## src/shared/timer_pkg.sv

```systemverilog
// Purpose: shared constants for the reload/compare timer
// Assumes: byte wide registers on a 32-bit classic Wishbone slave
// Notes: register index times four gives the byte address
package timer_pkg;
  // register indices, byte address is index * 4
  localparam logic [7:0] IDX_CTRL = 8'hC8;
  localparam logic [7:0] IDX_MODE = 8'hC9;
  localparam logic [7:0] IDX_RC_LO = 8'hCA;
  localparam logic [7:0] IDX_RC_HI = 8'hCB;
  localparam logic [7:0] IDX_CNT_LO = 8'hCC;
  localparam logic [7:0] IDX_CNT_HI = 8'hCD;
  localparam logic [7:0] IDX_IEN = 8'hE0;
  localparam logic [7:0] IDX_STAT = 8'hE1;
  localparam logic [7:0] IDX_MASK = 8'hE2;
  // control register fields
  localparam int CTRL_FLAG = 7;
  localparam int CTRL_RUN = 2;
  localparam int CTRL_MODE = 0;
  // mode register fields
  localparam int MODE_GATE = 7;
  localparam int MODE_DIV_HI = 6;
  localparam int MODE_DIV_LO = 4;
  localparam int MODE_CAPCLR = 3;
  localparam int MODE_MCLR = 2;
  localparam int MODE_TRIG_HI = 1;
  // interrupt enable fields
  localparam int IEN_TIMER = 0;
  localparam int IEN_GLOBAL = 1;
  // sticky status bits
  localparam int ST_OVF = 0;
  localparam int ST_MATCH = 1;
  localparam int ST_RELOAD = 2;
  localparam int ST_CAPT = 3;
  localparam int ST_W = 4;
  // reset values, count top, overflow trigger code and prescaler width
  localparam logic [7:0] RST_BYTE = 8'h00;
  localparam logic [15:0] CNT_CLEAR = 16'h0000;
  localparam logic [15:0] CNT_TOP = 16'hFFFF;
  localparam logic [1:0] TRIG_OVF = 2'h0;
  localparam int PRE_W = 9;
  // timer function, chosen by the control mode bit
  typedef enum logic {MODE_RELOAD, MODE_COMPARE} tmr_mode_t;
  // divider code to log2 of the division ratio
  function automatic logic [3:0] div_shift(input logic [2:0] code);
    case (code)
      3'h0: div_shift = 4'h0;
      3'h1: div_shift = 4'h2;
      3'h2: div_shift = 4'h4;
      3'h3: div_shift = 4'h5;
      3'h4: div_shift = 4'h6;
      3'h5: div_shift = 4'h7;
      3'h6: div_shift = 4'h8;
      default: div_shift = 4'h9;
    endcase
  endfunction : div_shift
endpackage : timer_pkg

```

## src/shared/div_if.sv

```systemverilog
// Purpose: link between the timer core and its prescaler
// Assumes: one clock domain
// Notes: tick is a one-cycle enable pulse
`timescale 1ns/1ps
`default_nettype none
interface div_if;
  logic run; // prescaler counts while high
  logic [2:0] code; // divider selection
  logic tick; // divided clock enable
  modport timer (output run, output code, input tick);
  modport divider (input run, input code, output tick);
endinterface : div_if
`default_nettype wire

```

## src/hdl/tick_gen.sv

```systemverilog
// Purpose: prescaler that turns the divider code into tick pulses
// Assumes: clk_i is the timer clock
// Notes: counter restarts whenever the timer is halted
`timescale 1ns/1ps
`default_nettype none
module tick_gen
  import timer_pkg::*;
#(
  parameter int W = PRE_W // prescaler width, must reach 1/512
)(
  input wire logic clk_i,
  input wire logic rst_i,
  div_if.divider dv
);
  // refuse a prescaler too short for the slowest ratio
  if (W < PRE_W) begin : g_chk
    $error("tick_gen prescaler width too small");
  end
  logic [W-1:0] pre_q; // free running prescaler
  logic [W-1:0] mask; // low bits that must all be one
  // mask grows with the selected ratio
  always_comb
  begin
    mask = W'((1 << div_shift(dv.code)) - 1);
  end
  // a tick on the last count of each period, so 1/1 ticks on every cycle while run is high
  assign dv.tick = dv.run && ((pre_q & mask) == mask);
  // prescaler holds at zero while halted for a clean first period
  always_ff @(posedge clk_i)
  begin
    if (rst_i || !dv.run)
      pre_q <= '0;
    else
      pre_q <= pre_q + W'(1);
  end
endmodule : tick_gen
`default_nettype wire

```

## src/hdl/timer_reload_compare.sv

```systemverilog
// Purpose: 16-bit timer with auto-reload and compare modes
// Assumes: capture strobes come from logic on clk_i, one cycle each
// Notes: registers are byte wide on a classic Wishbone slave
`timescale 1ns/1ps
`default_nettype none
module timer_reload_compare
  import timer_pkg::*;
#(
  parameter int AW = 10 // byte address width, reaches index E2
)(
  input wire logic clk_i,
  input wire logic rst_i,
  input wire logic cyc_i,
  input wire logic stb_i,
  input wire logic we_i,
  input wire logic [AW-1:0] adr_i,
  input wire logic [3:0] sel_i,
  input wire logic [31:0] dat_i,
  output logic [31:0] dat_o,
  output logic ack_o,
  input wire logic [2:0] capture_i,
  output logic timer_irq_o,
  output logic irq_o
);
  import timer_pkg::*;
  // the word index must fit the address
  if (AW < 10) begin : g_chk
    $error("address too narrow for register map");
  end

  div_if dv ();

  // bus side state
  logic ack_q; // one wait state answer
  logic [31:0] rdat_q; // registered read data
  // timer state, all of it software visible
  logic [7:0] ctrl_q; // flag, run, mode
  logic [7:0] mode_q; // gate, divider, clears, trigger
  logic [15:0] rc_q; // reload or compare value
  logic [15:0] cnt_q; // the count
  logic [1:0] ien_q; // timer and global enables
  logic [ST_W-1:0] stat_q; // sticky events
  logic [ST_W-1:0] mask_q; // event mask
  // decoded strobes and events, combinational from bus inputs, capture strobes and state
  logic [7:0] idx; // word index of the access
  logic wr_acc; // write taking effect now
  logic rd_acc; // read completing now
  logic [7:0] rd_byte; // decoded read value
  logic step; // running and ticking
  logic ovf_ev; // count wraps this tick
  logic match_ev; // compare hit this tick
  logic cap_ev; // selected capture strobe
  logic reload_now; // copy reload into count
  logic cap_clr; // capture clears the count
  logic ar_mode; // auto-reload mode active
  logic cnt_wr; // software writes a count byte
  logic [1:0] trig; // reload trigger field

  // write strobe on one address for byte lane zero
  function automatic logic wr_to(input logic [7:0] i,
                                 input logic [7:0] r,
                                 input logic w,
                                 input logic s);
    wr_to = w && s && (i == r);
  endfunction : wr_to

  assign idx = adr_i[9:2];
  // both fire on the edge where the master sees ack
  assign wr_acc = cyc_i && stb_i && ack_q && we_i;
  assign rd_acc = cyc_i && stb_i && ack_q && !we_i;
  // both bus outputs come straight from flip-flops
  assign ack_o = ack_q;
  assign dat_o = rdat_q;
  assign trig = mode_q[MODE_TRIG_HI:0];
  assign cnt_wr = wr_to(idx, IDX_CNT_LO, wr_acc, sel_i[0]) ||
                  wr_to(idx, IDX_CNT_HI, wr_acc, sel_i[0]);

  assign ar_mode = (tmr_mode_t'(ctrl_q[CTRL_MODE]) == MODE_RELOAD);

  assign dv.run = ctrl_q[CTRL_RUN];
  assign dv.code = mode_q[MODE_DIV_HI:MODE_DIV_LO];

  // prescaler kept apart; it restarts by itself whenever run drops
  tick_gen #(.W(PRE_W)) u_tick (
    .clk_i(clk_i),
    .rst_i(rst_i),
    .dv(dv)
  );

  assign step = dv.run && dv.tick;
  assign ovf_ev = step && (cnt_q == CNT_TOP);
  assign match_ev = step && !ar_mode && (cnt_q == rc_q);
  // a zero trigger would index past the strobes, so it is masked first
  // trigger zero means overflow, else capture channel
  assign cap_ev = (trig != TRIG_OVF) && capture_i[trig - 2'h1];
  // reload only while gated on, auto-reload mode only
  assign reload_now = ar_mode && mode_q[MODE_GATE] &&
                      ((trig == TRIG_OVF) ? ovf_ev : cap_ev);
  // clear applies only in auto-reload mode
  assign cap_clr = ar_mode && cap_ev && mode_q[MODE_CAPCLR];

  // bus answer: one cycle after the request, dropped after one
  always_ff @(posedge clk_i)
  begin
    if (rst_i)
      ack_q <= 1'b0;
    else
      ack_q <= cyc_i && stb_i && !ack_q;
  end

  // read decode, unmapped indices read as zero
  always_comb
  begin
    case (idx)
      IDX_CTRL: rd_byte = ctrl_q;
      IDX_MODE: rd_byte = mode_q;
      // two halves of the 16-bit value
      IDX_RC_LO: rd_byte = rc_q[7:0];
      IDX_RC_HI: rd_byte = rc_q[15:8];
      IDX_CNT_LO: rd_byte = cnt_q[7:0];
      IDX_CNT_HI: rd_byte = cnt_q[15:8];
      IDX_IEN: rd_byte = {6'h00, ien_q};
      IDX_STAT: rd_byte = {4'h0, stat_q};
      IDX_MASK: rd_byte = {4'h0, mask_q};
      default: rd_byte = RST_BYTE;
    endcase
  end

  // read data captured together with ack
  always_ff @(posedge clk_i)
  begin
    if (rst_i)
      rdat_q <= '0;
    else if (cyc_i && stb_i && !ack_q)
      rdat_q <= {24'h000000, rd_byte};
  end

  // control register; reserved bits stay zero
  always_ff @(posedge clk_i)
  begin
    if (rst_i)
      ctrl_q <= RST_BYTE;
    else
    begin
      if (wr_to(idx, IDX_CTRL, wr_acc, sel_i[0]))
      begin
        // software may clear or set the flag
        ctrl_q[CTRL_FLAG] <= dat_i[CTRL_FLAG];
        ctrl_q[CTRL_RUN] <= dat_i[CTRL_RUN];
        ctrl_q[CTRL_MODE] <= dat_i[CTRL_MODE];
      end
      // hardware set beats a clearing write
      if (ovf_ev || match_ev)
        ctrl_q[CTRL_FLAG] <= 1'b1;
    end
  end

  // mode register and interrupt configuration
  always_ff @(posedge clk_i)
  begin
    if (rst_i)
    begin
      mode_q <= RST_BYTE;
      ien_q <= '0;
      mask_q <= '0;
    end
    else
    begin
      if (wr_to(idx, IDX_MODE, wr_acc, sel_i[0]))
        mode_q <= dat_i[7:0];
      if (wr_to(idx, IDX_IEN, wr_acc, sel_i[0]))
        ien_q <= dat_i[1:0];
      if (wr_to(idx, IDX_MASK, wr_acc, sel_i[0]))
        mask_q <= dat_i[ST_W-1:0];
    end
  end

  // reload/compare value; software write wins over capture
  always_ff @(posedge clk_i)
  begin
    if (rst_i)
      rc_q <= CNT_CLEAR;
    else
    begin
      // capture copies the count in auto-reload mode
      if (ar_mode && cap_ev)
        rc_q <= cnt_q;
      if (wr_to(idx, IDX_RC_LO, wr_acc, sel_i[0]))
        rc_q[7:0] <= dat_i[7:0];
      if (wr_to(idx, IDX_RC_HI, wr_acc, sel_i[0]))
        rc_q[15:8] <= dat_i[7:0];
    end
  end

  // the count; a software byte write overrides hardware
  always_ff @(posedge clk_i)
  begin
    if (rst_i)
      cnt_q <= CNT_CLEAR;
    else
    begin
      if (cap_clr)
        cnt_q <= CNT_CLEAR;
      // gated reload from the reload value
      else if (reload_now)
        cnt_q <= rc_q;
      // match clear in compare mode only
      else if (match_ev && mode_q[MODE_MCLR])
        cnt_q <= CNT_CLEAR;
      // otherwise a capture leaves counting alone
      else if (step)
        cnt_q <= cnt_q + 16'h0001;
      if (wr_to(idx, IDX_CNT_LO, wr_acc, sel_i[0]))
        cnt_q[7:0] <= dat_i[7:0];
      if (wr_to(idx, IDX_CNT_HI, wr_acc, sel_i[0]))
        cnt_q[15:8] <= dat_i[7:0];
    end
  end

  // sticky status, cleared by reading it; a new event wins
  always_ff @(posedge clk_i)
  begin
    if (rst_i)
      stat_q <= '0;
    else
    begin
      if (rd_acc && idx == IDX_STAT)
        stat_q <= '0;
      if (ovf_ev)
        stat_q[ST_OVF] <= 1'b1;
      if (match_ev)
        stat_q[ST_MATCH] <= 1'b1;
      if (reload_now)
        stat_q[ST_RELOAD] <= 1'b1;
      if (ar_mode && cap_ev)
        stat_q[ST_CAPT] <= 1'b1;
    end
  end

  // timer request needs the flag and both enables
  assign timer_irq_o = ctrl_q[CTRL_FLAG] && ien_q[IEN_TIMER] &&
                       ien_q[IEN_GLOBAL];
  // level summary of unmasked sticky events
  assign irq_o = |(stat_q & mask_q);
endmodule : timer_reload_compare
`default_nettype wire

```

## config.mk

```make
export PLATFORM = sky130hd
export DESIGN_NAME = timer_reload_compare
export DESIGN_NICKNAME = d
export VERILOG_FILES = /design/src/shared/timer_pkg.sv /design/src/shared/div_if.sv /design/src/hdl/tick_gen.sv /design/src/hdl/timer_reload_compare.sv
export SDC_FILE = /design/constraint.sdc
export NUM_CORES = 1
export LEC_CHECK = 0
export BUFFER_PORTS_ARGS = -buffer_cell sky130_fd_sc_hd__buf_4
export CORE_UTILIZATION = 45
export CTS_BUF_LIST = sky130_fd_sc_hd__clkbuf_16
export CTS_CLUSTER_SIZE = 10
export DETAILED_ROUTE_END_ITERATION = 6
export PLACE_DENSITY = 0.71
export SLEW_MARGIN = 20
export SYNTH_ARGS = -nofsm -noshare
export SYNTH_HDL_FRONTEND = slang
export SYNTH_SLANG_ARGS = --single-unit
```

## constraint.sdc

```tcl
create_clock -name clk_i -period 3.5 [get_ports clk_i]
set_input_delay 0.35 -clock clk_i [delete_from_list [all_inputs] [get_ports clk_i]]
set_output_delay 0.35 -clock clk_i [all_outputs]
set_load 0.05 [all_outputs]
```

## Word level (Yosys, flattened, before mapping)

Cells that the tools add are included.

| storage, ports and cells | value |
|---|---|
| bits in writable memories | 0 |
| output and inout port bits | 35 |
| input bits | 54 |
| memories kept | 0 |
| bits in read-only memories | 0 |
| register bits | 71 |
| bits in latches | 0 |
| logic and storage cells | 110 |

| operators by class | value |
|---|---|
| multiply operators | 0 |
| bitwise logic cells | 3 |
| $add $sub $neg | 4 |
| div/mod/pow operators | 0 |
| order comparisons | 1 |
| mux-type cells | 21 |
| reductions and logical operators | 46 |
| eq/ne operators | 18 |
| shift-type cells | 1 |

Operator list:

| kind | count |
|---|---|
| $mux 16 | 5 |
| $eq 8x8->1 const B | 9 |
| $pmux 8 s9 | 1 |
| $mux 8 | 4 |
| $logic_and 1x1->1 | 28 |
| $pmux 4 s7 | 1 |
| $add 16x1->16 const B | 1 |
| $eq 16x16->1 | 1 |
| $eq 16x16->1 const B | 1 |
| $reduce_bool 2->1 | 8 |
| $reduce_bool 5->1 | 2 |
| $add 9x1->9 const B | 1 |
| $and 9x9->9 | 1 |
| $eq 3x3->1 const B | 3 |
| $eq 9x9->1 | 1 |
| $shl 1x4->9 const A | 1 |
| $sub 9x2->9 const B | 1 |
| $mux 1 | 8 |
| $eq 3x2->1 const B | 2 |
| $and 4x4->4 | 1 |
| $mux 4 | 1 |
| $reduce_or 4->1 | 1 |
| $eq 3x1->1 const B | 1 |
| $logic_not 1->1 | 3 |
| 7 further kinds | 8 |

## Logic depth before layout (Yosys ltp)

Gate-level depths: netlist of the first run.

| depth | value |
|---|---|
| depth in word-level cells | 15 |
| depth in mapped cells | 11 |
| mapped depth without buffers | 8 |

## Cells and area by module

From an unflattened synthesis of the first run, not the netlist that was laid out.

| second synthesis, totals | value |
|---|---|
| cells, all modules | 560 |
| area, all modules | 4523.1 um^2 |

By module, submodules not included:

| module | times used | seq. area each (um^2) | area each (um^2) | cells an instance |
|---|---|---|---|---|
| timer_reload_compare | 1 | 1241.2 | 3998.8 | 496 |
| tick_gen | 1 | 180.2 | 524.3 | 64 |

## Worst setup path before layout of the first run

Ideal clock, no wire load.

| path | value |
|---|---|
| path type | flip-flop to flip-flop |
| start point | register mode_q[4] |
| end point | register cnt_q[10] |
| stages on the path, launching flop included | 11 |
| required time | 3.365 ns |
| buffers on the path | 2 |
| setup slack | 1.031 ns |
| clock period less this slack | 2.469 ns |
| arrival time | 2.334 ns |
| setup time | 0.135 ns |
| path through | dfxtp_1 > buf_4 > or3_1 > ha_1 > buf_2 > xnor2_1 > a211oi_1 > or4_4 > o211a_4 > a22oi_1 > o221ai_1 |

| on the way | value |
|---|---|
| word-level cells in the longest chain between the ends | 15 |
| elaborated cells on any way between the ends | 25 |
| those cells by class | add/sub: 1; eq/ne: 7; shift: 1; mux: 6; bitwise: 1; reduce/logical: 9 |

Ends and longest elaborated chain:

| element | RTL line | text |
|---|---|---|
| from (decl) | timer_reload_compare.sv:38 | `logic [7:0] mode_q;` |
| from (signal assigned) | timer_reload_compare.sv:170 | `mode_q <= dat_i[7:0];` |
| $eq 3x3->1 (tied with other cells) | timer_pkg.sv:45 | `case (code)` |
| $pmux 4 s7 * | timer_pkg.sv:45 |  |
| $shl 1x4->9 * | tick_gen.sv:24 | `mask = W'((1 << div_shift(dv.code)) - 1);` |
| $sub 9x2->9 * | tick_gen.sv:24 |  |
| $and 9x9->9 | tick_gen.sv:27 | `assign dv.tick = dv.run && ((pre_q & mask) == mask);` |
| $eq 9x9->1 * | tick_gen.sv:27 |  |
| $logic_and 1x1->1 * | tick_gen.sv:27 |  |
| $logic_and 1x1->1 * | timer_reload_compare.sv:90 | `assign step = dv.run && dv.tick;` |
| $logic_and 1x1->1 (2 in a row) | timer_reload_compare.sv:92 | `assign match_ev = step && !ar_mode && (cnt_q == rc_q);` |
| $logic_and 1x1->1 | timer_reload_compare.sv:208 | `else if (match_ev && mode_q[MODE_MCLR])` |
| $mux 16 | timer_reload_compare.sv:208 |  |
| $mux 16 | timer_reload_compare.sv:205 | `else if (reload_now)` |
| $mux 16 | timer_reload_compare.sv:202 | `if (cap_clr)` |
| $mux 8 | timer_reload_compare.sv:215 | `if (wr_to(idx, IDX_CNT_HI, wr_acc, sel_i[0]))` |
| to (signal assigned) | timer_reload_compare.sv:206 | `cnt_q <= rc_q;` |
| to (signal assigned) | timer_reload_compare.sv:212 | `cnt_q <= cnt_q + 16'h0001;` |
| to (signal assigned) | timer_reload_compare.sv:216 | `cnt_q[15:8] <= dat_i[7:0];` |
| to (decl) | timer_reload_compare.sv:40 | `logic [15:0] cnt_q;` |

Every way passes the cells marked *; elsewhere a longest branch is shown, timed or not.
A chain may end at the register's enable or synchronous reset.

## Final worst setup path of the first run

| path | value |
|---|---|
| start point | register mode_q[4] |
| end point | register cnt_q[4] |

| on the way | value |
|---|---|
| word-level cells in the longest chain between the ends | 15 |
| elaborated cells on any way between the ends | 25 |
| those cells by class | add/sub: 1; eq/ne: 7; shift: 1; mux: 6; bitwise: 1; reduce/logical: 9 |

Ends and longest elaborated chain:

| element | RTL line | text |
|---|---|---|
| $eq 3x3->1 (tied with other cells) | timer_pkg.sv:45 |  |
| $pmux 4 s7 * | timer_pkg.sv:45 |  |
| $shl 1x4->9 * | tick_gen.sv:24 |  |
| $sub 9x2->9 * | tick_gen.sv:24 |  |
| $and 9x9->9 | tick_gen.sv:27 |  |
| $eq 9x9->1 * | tick_gen.sv:27 |  |
| $logic_and 1x1->1 * | tick_gen.sv:27 |  |
| $logic_and 1x1->1 * | timer_reload_compare.sv:90 |  |
| $logic_and 1x1->1 (2 in a row) | timer_reload_compare.sv:92 |  |
| $logic_and 1x1->1 | timer_reload_compare.sv:208 |  |
| $mux 16 | timer_reload_compare.sv:208 |  |
| $mux 16 | timer_reload_compare.sv:205 |  |
| $mux 16 | timer_reload_compare.sv:202 |  |
| $mux 8 | timer_reload_compare.sv:213 | `if (wr_to(idx, IDX_CNT_LO, wr_acc, sel_i[0]))` |
| to (signal assigned) | timer_reload_compare.sv:206 |  |
| to (signal assigned) | timer_reload_compare.sv:212 |  |
| to (signal assigned) | timer_reload_compare.sv:214 | `cnt_q[7:0] <= dat_i[7:0];` |

Marked as above.

==> out/summary.txt, run 1 <==
status -> complete, no violations
ys flop type -> dfxtp_1
Avg Cell Area, Syn -> 8.12 um2
die area -> 10600 um2
crit path time final -> 3.01 ns
leading post-synthesis cells by cell area -> dfxtp_1 (31%), xnor2_1 (5.9%), nand2_1 (5.2%)
Peak VDD IR -> 0.192 mV
Hold WC Path Type -> input port to flip-flop
Post-synth EDFFs -> 0
Crit Path Class -> flip-flop to flip-flop
DRT Wirelength -> 12900 um
sequential area share after synthesis -> 31.0%
hold path cells -> 3
post-route ant nets -> 0
clk sink count -> 71
Synth top area share -> 31.0%
CP delay by family, top -> simple AND/OR/NAND/NOR gates
largest stage delay on the critical path -> 0.49 ns
Sum Neg Setup Slack -> 0 ns
R2R setup slack -> 0.49 ns
Slew @ Worst Pin -> 0.970 ns
Setup WS pre-CTS -> 0.621 ns
Vias/cell -> 6.00
pin count of the biggest net entering global routing -> 53
Avg WL per Cell -> 18.1 um
setup violators final -> 0
Max Cap Viol -> 0
number of port buffers -> 35
Total GRT Usage -> 25.7%
row count -> 36
total CTS buffers -> 9
Cell Area, Placed -> 4740 um2
Root Driver -> clkbuf_16
chip width -> 103 um
clock buffer depth -> 2
Total Nets Final -> 631
min-delay src -> dat_i[6]
flops & latches, synth -> 71
I/O pin count -> 89
Core ar. -> 9820 um2
total number of vias -> 4266
number of global-route vias before repair -> 3938
Reg2Reg Launch Point -> mode_q[4]
number of diodes -> 0
ys async rst share -> 0%
Peak Freq -> 0.332 GHz
CP Buf/Inv Count -> 0
Initial DRT Pass Iterations -> 5
Worst Path Required -> 3.76 ns
worst r2r dst -> cnt_q[4]
# resized after CTS -> 0
LEAKAGE -> 1.70 nW
Hold Path Sink -> cnt_q[14]
First DRT Iteration DRCs -> 334
Routability Congestion -> 1.04
CP max stage cell -> nor4_1
RSZ-0062 raised after global routing -> no
Layout area overhead -> 9.76%
Detail Placement HPWL -> 9120 um
layout cells sized above 1 -> 14.0%
number of library cell types mapped by synthesis -> 76
P per Cell Area -> 374 nW/um2
Mapped Cells -> 565
Starting Density -> 46.7%
Overflow after GRT -> 0
Ys Warns -> 0
Max FO, Critical Path -> 12
Reg2Reg Depth -> 8
CP Launch Type -> flip-flop
design area -> 5040 um2
initial antenna violation count -> 0
CP Capture Type -> flip-flop
Final WS setup -> 0.490 ns
post-CTS setup buffers -> 0
CTS tree -> done
worst-path cell chain -> or3_1 -> ha_1 -> xnor2_1 -> a211oi_1 -> nor4_1 -> and4_1 -> nand3_1 -> o211ai_1
Die Y -> 103 um
Final Cycle Share -> 86.0%
post-synthesis cell area -> 4590 um2
# DRC -> 0
Slew HR -> 34.8%
fin. max-slew vios -> 0
first-pass GRT wire length -> 20500 um
Yosys top cell by area -> dfxtp_1
final hold viol count -> 0
hold buffer count at cts -> 0
Crit path arrival time -> 3.27 ns
Reg clk slew, reported paths -> 0.06 ns
Worst Skew -> 0.0105 ns
clk_lat worst skew -> 0.34 ns
H-Tree Level Count -> 3
==> through the flow <==
stage | hold slack [ns] | total power [mW] | utilization (%) | std cells
6_report | 0.331 | 1.88 | 51.3 | 711
3_5_place_dp | 0.453 | 0.978 | 48.3 | 695
2_1_floorplan | 0.449 | 0.954 | - | 588
5_1_grt | 0.329 | 1.94 | 51.3 | 711
4_1_cts | 0.321 | 1.89 | 51.3 | 711
3_3_place_gp | 0.442 | 0.977 | 48.3 | 695
==> cells by family after synthesis <==
| family | synth area share (%) |
|---|---|
| AND/OR/NAND/NOR | 24.9 |
| AO/OA/AOI/OAI | 20.3 |
| buffers and inverters | 9.92 |
| flip-flops | 31.0 |
| XOR/XNOR | 7.25 |
| multiplexers | 5.45 |
| adder cells (fa/ha/maj) | 1.09 |
| other | 0.164 |
==> layout by cell type, fill, tap and decap left out, drive strengths merged, types with 5 or more instances in the layout <==
| master | instances |
|---|---|
| xor2 | 7 |
| inv | 17 |
| xnor2 | 31 |
| nand3 | 44 |
| buf | 39 |
| o22ai | 5 |
| o211ai | 7 |
| a22oi | 24 |
| and3 | 10 |
| clkbuf | 9 |
| a211oi | 5 |
| conb | 25 |
| nor2 | 62 |
| nand4 | 7 |
| mux2i | 19 |
| a21oi | 28 |
| a311oi | 15 |
| o221ai | 7 |
| dfxtp | 71 |
| nand2 | 66 |
==> layer usage <==
metal  up-vias  track usage, %  share of wire, %
met1      2056            34.4                45
li1       1991               -                 -
met5         -               0                 0
met2       181            38.5                44
met4         0            13.4               3.8
met3        38            5.76               7.3
==> tightest hold or removal path, stage by stage <==
cell and delay [ns]:
buf_4 0.12, a22oi_1 0.09, o221ai_1 0.07
==> how the worst max path moves through the flow <==
stage                     startpoint   endpoint  cells past startpoint
after floorplan            mode_q[4]  cnt_q[10]                     10
after global placement     mode_q[0]  cnt_q[15]                      8
after detailed placement   mode_q[0]   cnt_q[4]                      8
after CTS                  mode_q[0]   cnt_q[4]                      8
after global routing       mode_q[0]   cnt_q[7]                      8
final                      mode_q[4]   cnt_q[4]                      8
==> final cells by class <==
type                            count  area [um2]
Fill cell                         977        4780
Clock inverter                      7        72.6
Sequential cell                    71        1420
Tap cell                          133         166
Timing Repair Buffer               39         293
Inverter                           16        60.1
Multi-Input combinational cell    436        2800
Clock buffer                        9         225
==> state kept, by name, summed over array words and instances (netlist names) <==
signal / cells
mode_q: 8
mask_q: 4
ien_q: 2
stat_q: 4
u_tick.pre_q: 9
dat_o: 8
ctrl_q: 3
rc_q: 16
ack_o: 1
cnt_q: 16
==> power by group <==
group | switching (mW) | total (mW) | internal, mW
Sequential | 0.000308 | 0.809 | 0.809
Combinational | 0.120 | 0.154 | 0.0337
Clock | 0.367 | 0.919 | 0.552
==> cell usage after synthesis, types with 5 or more instances <==
cell type,n
nand3_1,42
nor2_1,61
mux2i_1,19
a311oi_1,15
and3_1,10
o211ai_1,7
xor2_1,7
inv_1,16
clkbuf_1,14
o221ai_1,7
o22ai_1,5
xnor2_1,31
nand4_1,7
dfxtp_1,71
buf_4,26
a21oi_1,28
nand2_1,63
a22oi_1,22
buf_2,16
(Power assumes the default switching activity.)
==> run 2: changes to the inputs <==
--- a/config.mk
+++ b/config.mk
@@ -5,6 +5,7 @@
 export SDC_FILE = /design/constraint.sdc
 export NUM_CORES = 1
 export LEC_CHECK = 0
+export ABC_AREA = 1
 export BUFFER_PORTS_ARGS = -buffer_cell sky130_fd_sc_hd__buf_4
 export CORE_UTILIZATION = 45
 export CTS_BUF_LIST = sky130_fd_sc_hd__clkbuf_16
==> run 2 against run 1 <==
Compared with the run above:
- worst setup slack gained 0.035 ns
- clock skew fell by 0.0016 ns
- power hardly changed
- sequential cell count did not move
- hold slack better by 0.010 ns
- wire length increased by 20%
- critical path depth is 8 higher
- global-route usage up 3.1 points
- critical path type unchanged
==> out/summary.txt, run 2 <==
status -> complete, no violations
H-Tree Level Count -> 3 (unchanged)
CP dominant cell by count -> nor2_1
clk_lat worst skew -> 0.34 ns (about the same)
CP max stage cell -> dfxtp_1
Synth top area share -> 29.7% (-1.2 points)
Final Cycle Share -> 85.0% (-1.0 points)
Ys Warns -> 0 (unchanged)
min-delay src -> dat_i[1]
Sum Neg Setup Slack -> 0 ns (unchanged)
Max Cap Viol -> 0 (unchanged)
top flop regs -> cnt_q (16), rc_q (16), u_tick.pre_q (9)
Mapped Cells -> 775 (+37%)
Total Nets Final -> 857 (+36%)
post-layout util -> 51.5% (+0.25 points)
number of library cell types mapped by synthesis -> 37 (-51%)
Reg2Reg Depth -> 16 (+8)
Worst Skew -> 0.00888 ns (-0.00163 ns)
Peak VDD IR -> 0.241 mV (+26%)
Post-synth EDFFs -> 0 (unchanged)
Fin Hold WS -> 0.341 ns (+0.0101 ns)
post-CTS setup buffers -> 0 (unchanged)
setup violators final -> 0 (unchanged)
Hold WC Path Type -> input port to flip-flop
routed wl met3 -> 975 um (+3.6%)
total number of vias -> 5188 (+22%)
hold path cells -> 3 (unchanged)
Met2 Wirelength -> 7270 um (+27%)
pin count of the biggest net entering global routing -> 45 (-15%)
Core ar. -> 10300 um2 (+5.1%)
Crit Path Class -> flip-flop to flip-flop
first-pass GRT wire length -> 24400 um (+19%)
number of diodes -> 0 (unchanged)
chip width -> 105 um (+2.0%)
Slew HR -> 52.1% (+17 points)
First DRT Iteration DRCs -> 402 (+20%)
Vias/cell -> 5.52 (-8.0%)
Reg clk slew, reported paths -> 0.06 ns (about the same)
clk sink count -> 71 (unchanged)
Highest Signal Layer -> met4
worst-path cell chain -> inv_1 -> nand2_2 -> ha_1 -> inv_1 -> a21oi_1 -> nand2_1 -> nand3_2 -> nor2_4 -> nand3_2 -> nand2_4 -> nand2_4 -> nand2_1 -> nor2_1 -> nor2_1 -> nor2_1 -> nor2_1
Detail Placement HPWL -> 11000 um (+21%)
Avg Cell Area, Syn -> 6.17 um2 (-24%)
Reg2Reg Launch Point -> mode_q[6]
hold buffer count at cts -> 0 (unchanged)
Peak Freq -> 0.336 GHz (+1.2%)
Layout area overhead -> 11.4%
Worst Path Required -> 3.71 ns (-0.05 ns)
initial antenna violation count -> 0 (unchanged)
Starting Density -> 46.3% (-0.45 points)
Die Y -> 105 um (+2.0%)
row count -> 37 (+2.8%)
DRT Wirelength -> 15400 um (+20%)
commonest cells in the synthesized netlist -> nand2_1 (195), inv_1 (105), nor2_1 (87)
fillers -> 1091 (+12%)
CP Buf/Inv Count -> 2 (+2)
Hold Path Sink -> ien_q[1]
number of port buffers -> 35 (unchanged)
Overflow after GRT -> 0 (unchanged)
# DRC -> 0 (unchanged)
Root Driver -> clkbuf_16
commonest non-fill, non-tap cells in the layout -> nand2_1 (195), inv_1 (106), nor2_1 (87)
worst r2r dst -> cnt_q[5]
die area -> 11000 um2 (+4.0%)
Yosys top cell by area -> dfxtp_1
P per Cell Area -> 353 nW/um2 (-5.4%)
largest stage delay on the critical path -> 0.44 ns (-0.05 ns)
I/O pin count -> 89 (unchanged)
post-synthesis cell area -> 4780 um2 (+4.1%)
fin. max-slew vios -> 0 (unchanged)
Crit path arrival time -> 3.18 ns (-0.09 ns)
leading post-synthesis cells by cell area -> dfxtp_1 (30%), nand2_1 (15%), inv_1 (8.2%)
RSZ-0062 raised after global routing -> no
layout cells sized above 1 -> 9.20% (-4.8 points)
Setup crit start -> mode_q[6]
Metal-1 WL -> 6490 um (+13%)
final hold viol count -> 0 (unchanged)
R2R setup slack -> 0.53 ns (+0.04 ns)
total CTS buffers -> 9 (unchanged)
most common cell in the netlist -> nand2_1
Slew @ Worst Pin -> 0.717 ns (-0.253 ns)
CP Capture Type -> flip-flop
LEAKAGE -> 2.26 nW (+33%)
Initial DRT Pass Iterations -> 6 (+1)
Max FO, Critical Path -> 35 (+23)
# resized after CTS -> 0 (unchanged)
CP Launch Type -> flip-flop
flops & latches, synth -> 71 (unchanged)
CTS tree -> done
clock buffer depth -> 2 (unchanged)
CP delay by family, top -> simple AND/OR/NAND/NOR gates
sequential area share after synthesis -> 29.7% (-1.2 points)
Avg WL per Cell -> 16.4 um (-9.4%)
post-route ant nets -> 0 (unchanged)
ys flop type -> dfxtp_1
leading cell type in the layout, fill and taps excluded -> nand2_1
ys async rst share -> 0% (unchanged)
crit path time final -> 2.97 ns (-0.0355 ns)
number of global-route vias before repair -> 4775 (+21%)
Total GRT Usage -> 28.8% (+3.1 points)
Routability Congestion -> 0.958 (-7.8%)
-- run 2: how the worst max path moves through the flow --
stage / endpoint / slack, ns / cells past startpoint
6_report: cnt_q[5] / 0.53 / 16
5_1_grt: cnt_q[5] / 0.26 / 18
4_1_cts: cnt_q[3] / 0.59 / 16
3_5_place_dp: cnt_q[5] / 0.70 / 18
3_3_place_gp: cnt_q[7] / 0.77 / 18
2_1_floorplan: cnt_q[0] / 1.39 / 17
-- run 2: stage by stage --
step | setup slack [ns] | power (mW) | cells | instance area, um2
2_1_floorplan | 1.39 | 0.931 | 798 | 4860
3_3_place_gp | 0.765 | 0.955 | 924 | 5020
3_5_place_dp | 0.703 | 0.957 | 924 | 5020
4_1_cts | 0.594 | 1.89 | 940 | 5320
5_1_grt | 0.256 | 1.93 | 940 | 5320
6_report | 0.525 | 1.88 | 940 | 5320
-- run 2: tightest hold or removal path: cells and delay by family --
| kind | cells | cell delay, ns |
|---|---|---|
| AOI/OAI and AO/OA | 1 | 0.05 |
| buffers and inverters | 2 | 0.24 |
-- run 2: cell type report --
cell class,instances,area [um2],share of cell area (%)
Timing Repair Buffer,38,285,5.36
Clock inverter,7,73.8,1.39
Inverter,110,413,7.76
Clock buffer,9,225,4.23
Multi-Input combinational cell,569,2730,51.4
Sequential cell,71,1420,26.7
Tap cell,136,170,3.20
-- run 2: kinds of logic after synthesis --
family                   synth area share [%]
AND/OR/NAND/NOR                          37.4
buffers and inverters                    14.9
AO/OA/AOI/OAI                            14.3
flip-flops                               29.7
XOR/XNOR                                 2.38
adder cells (fa/ha/maj)                  1.05
other                                   0.157
-- run 2: power breakdown --
group          internal, mW  total [mW]  leakage, nW  switching, mW
registers             0.808       0.809        0.572       0.000407
clock network         0.553       0.939        0.139          0.386
logic                0.0241       0.132         1.55          0.108
total                  1.39        1.88         2.26          0.495
-- run 2: routing by layer --
metal / global-route usage [%] / vias to the layer above
li1: - / 2528
met1: 35.3 / 2403
met2: 47.6 / 215
met3: 4.30 / 42
met4: 16.9 / 0
met5: 0 / -
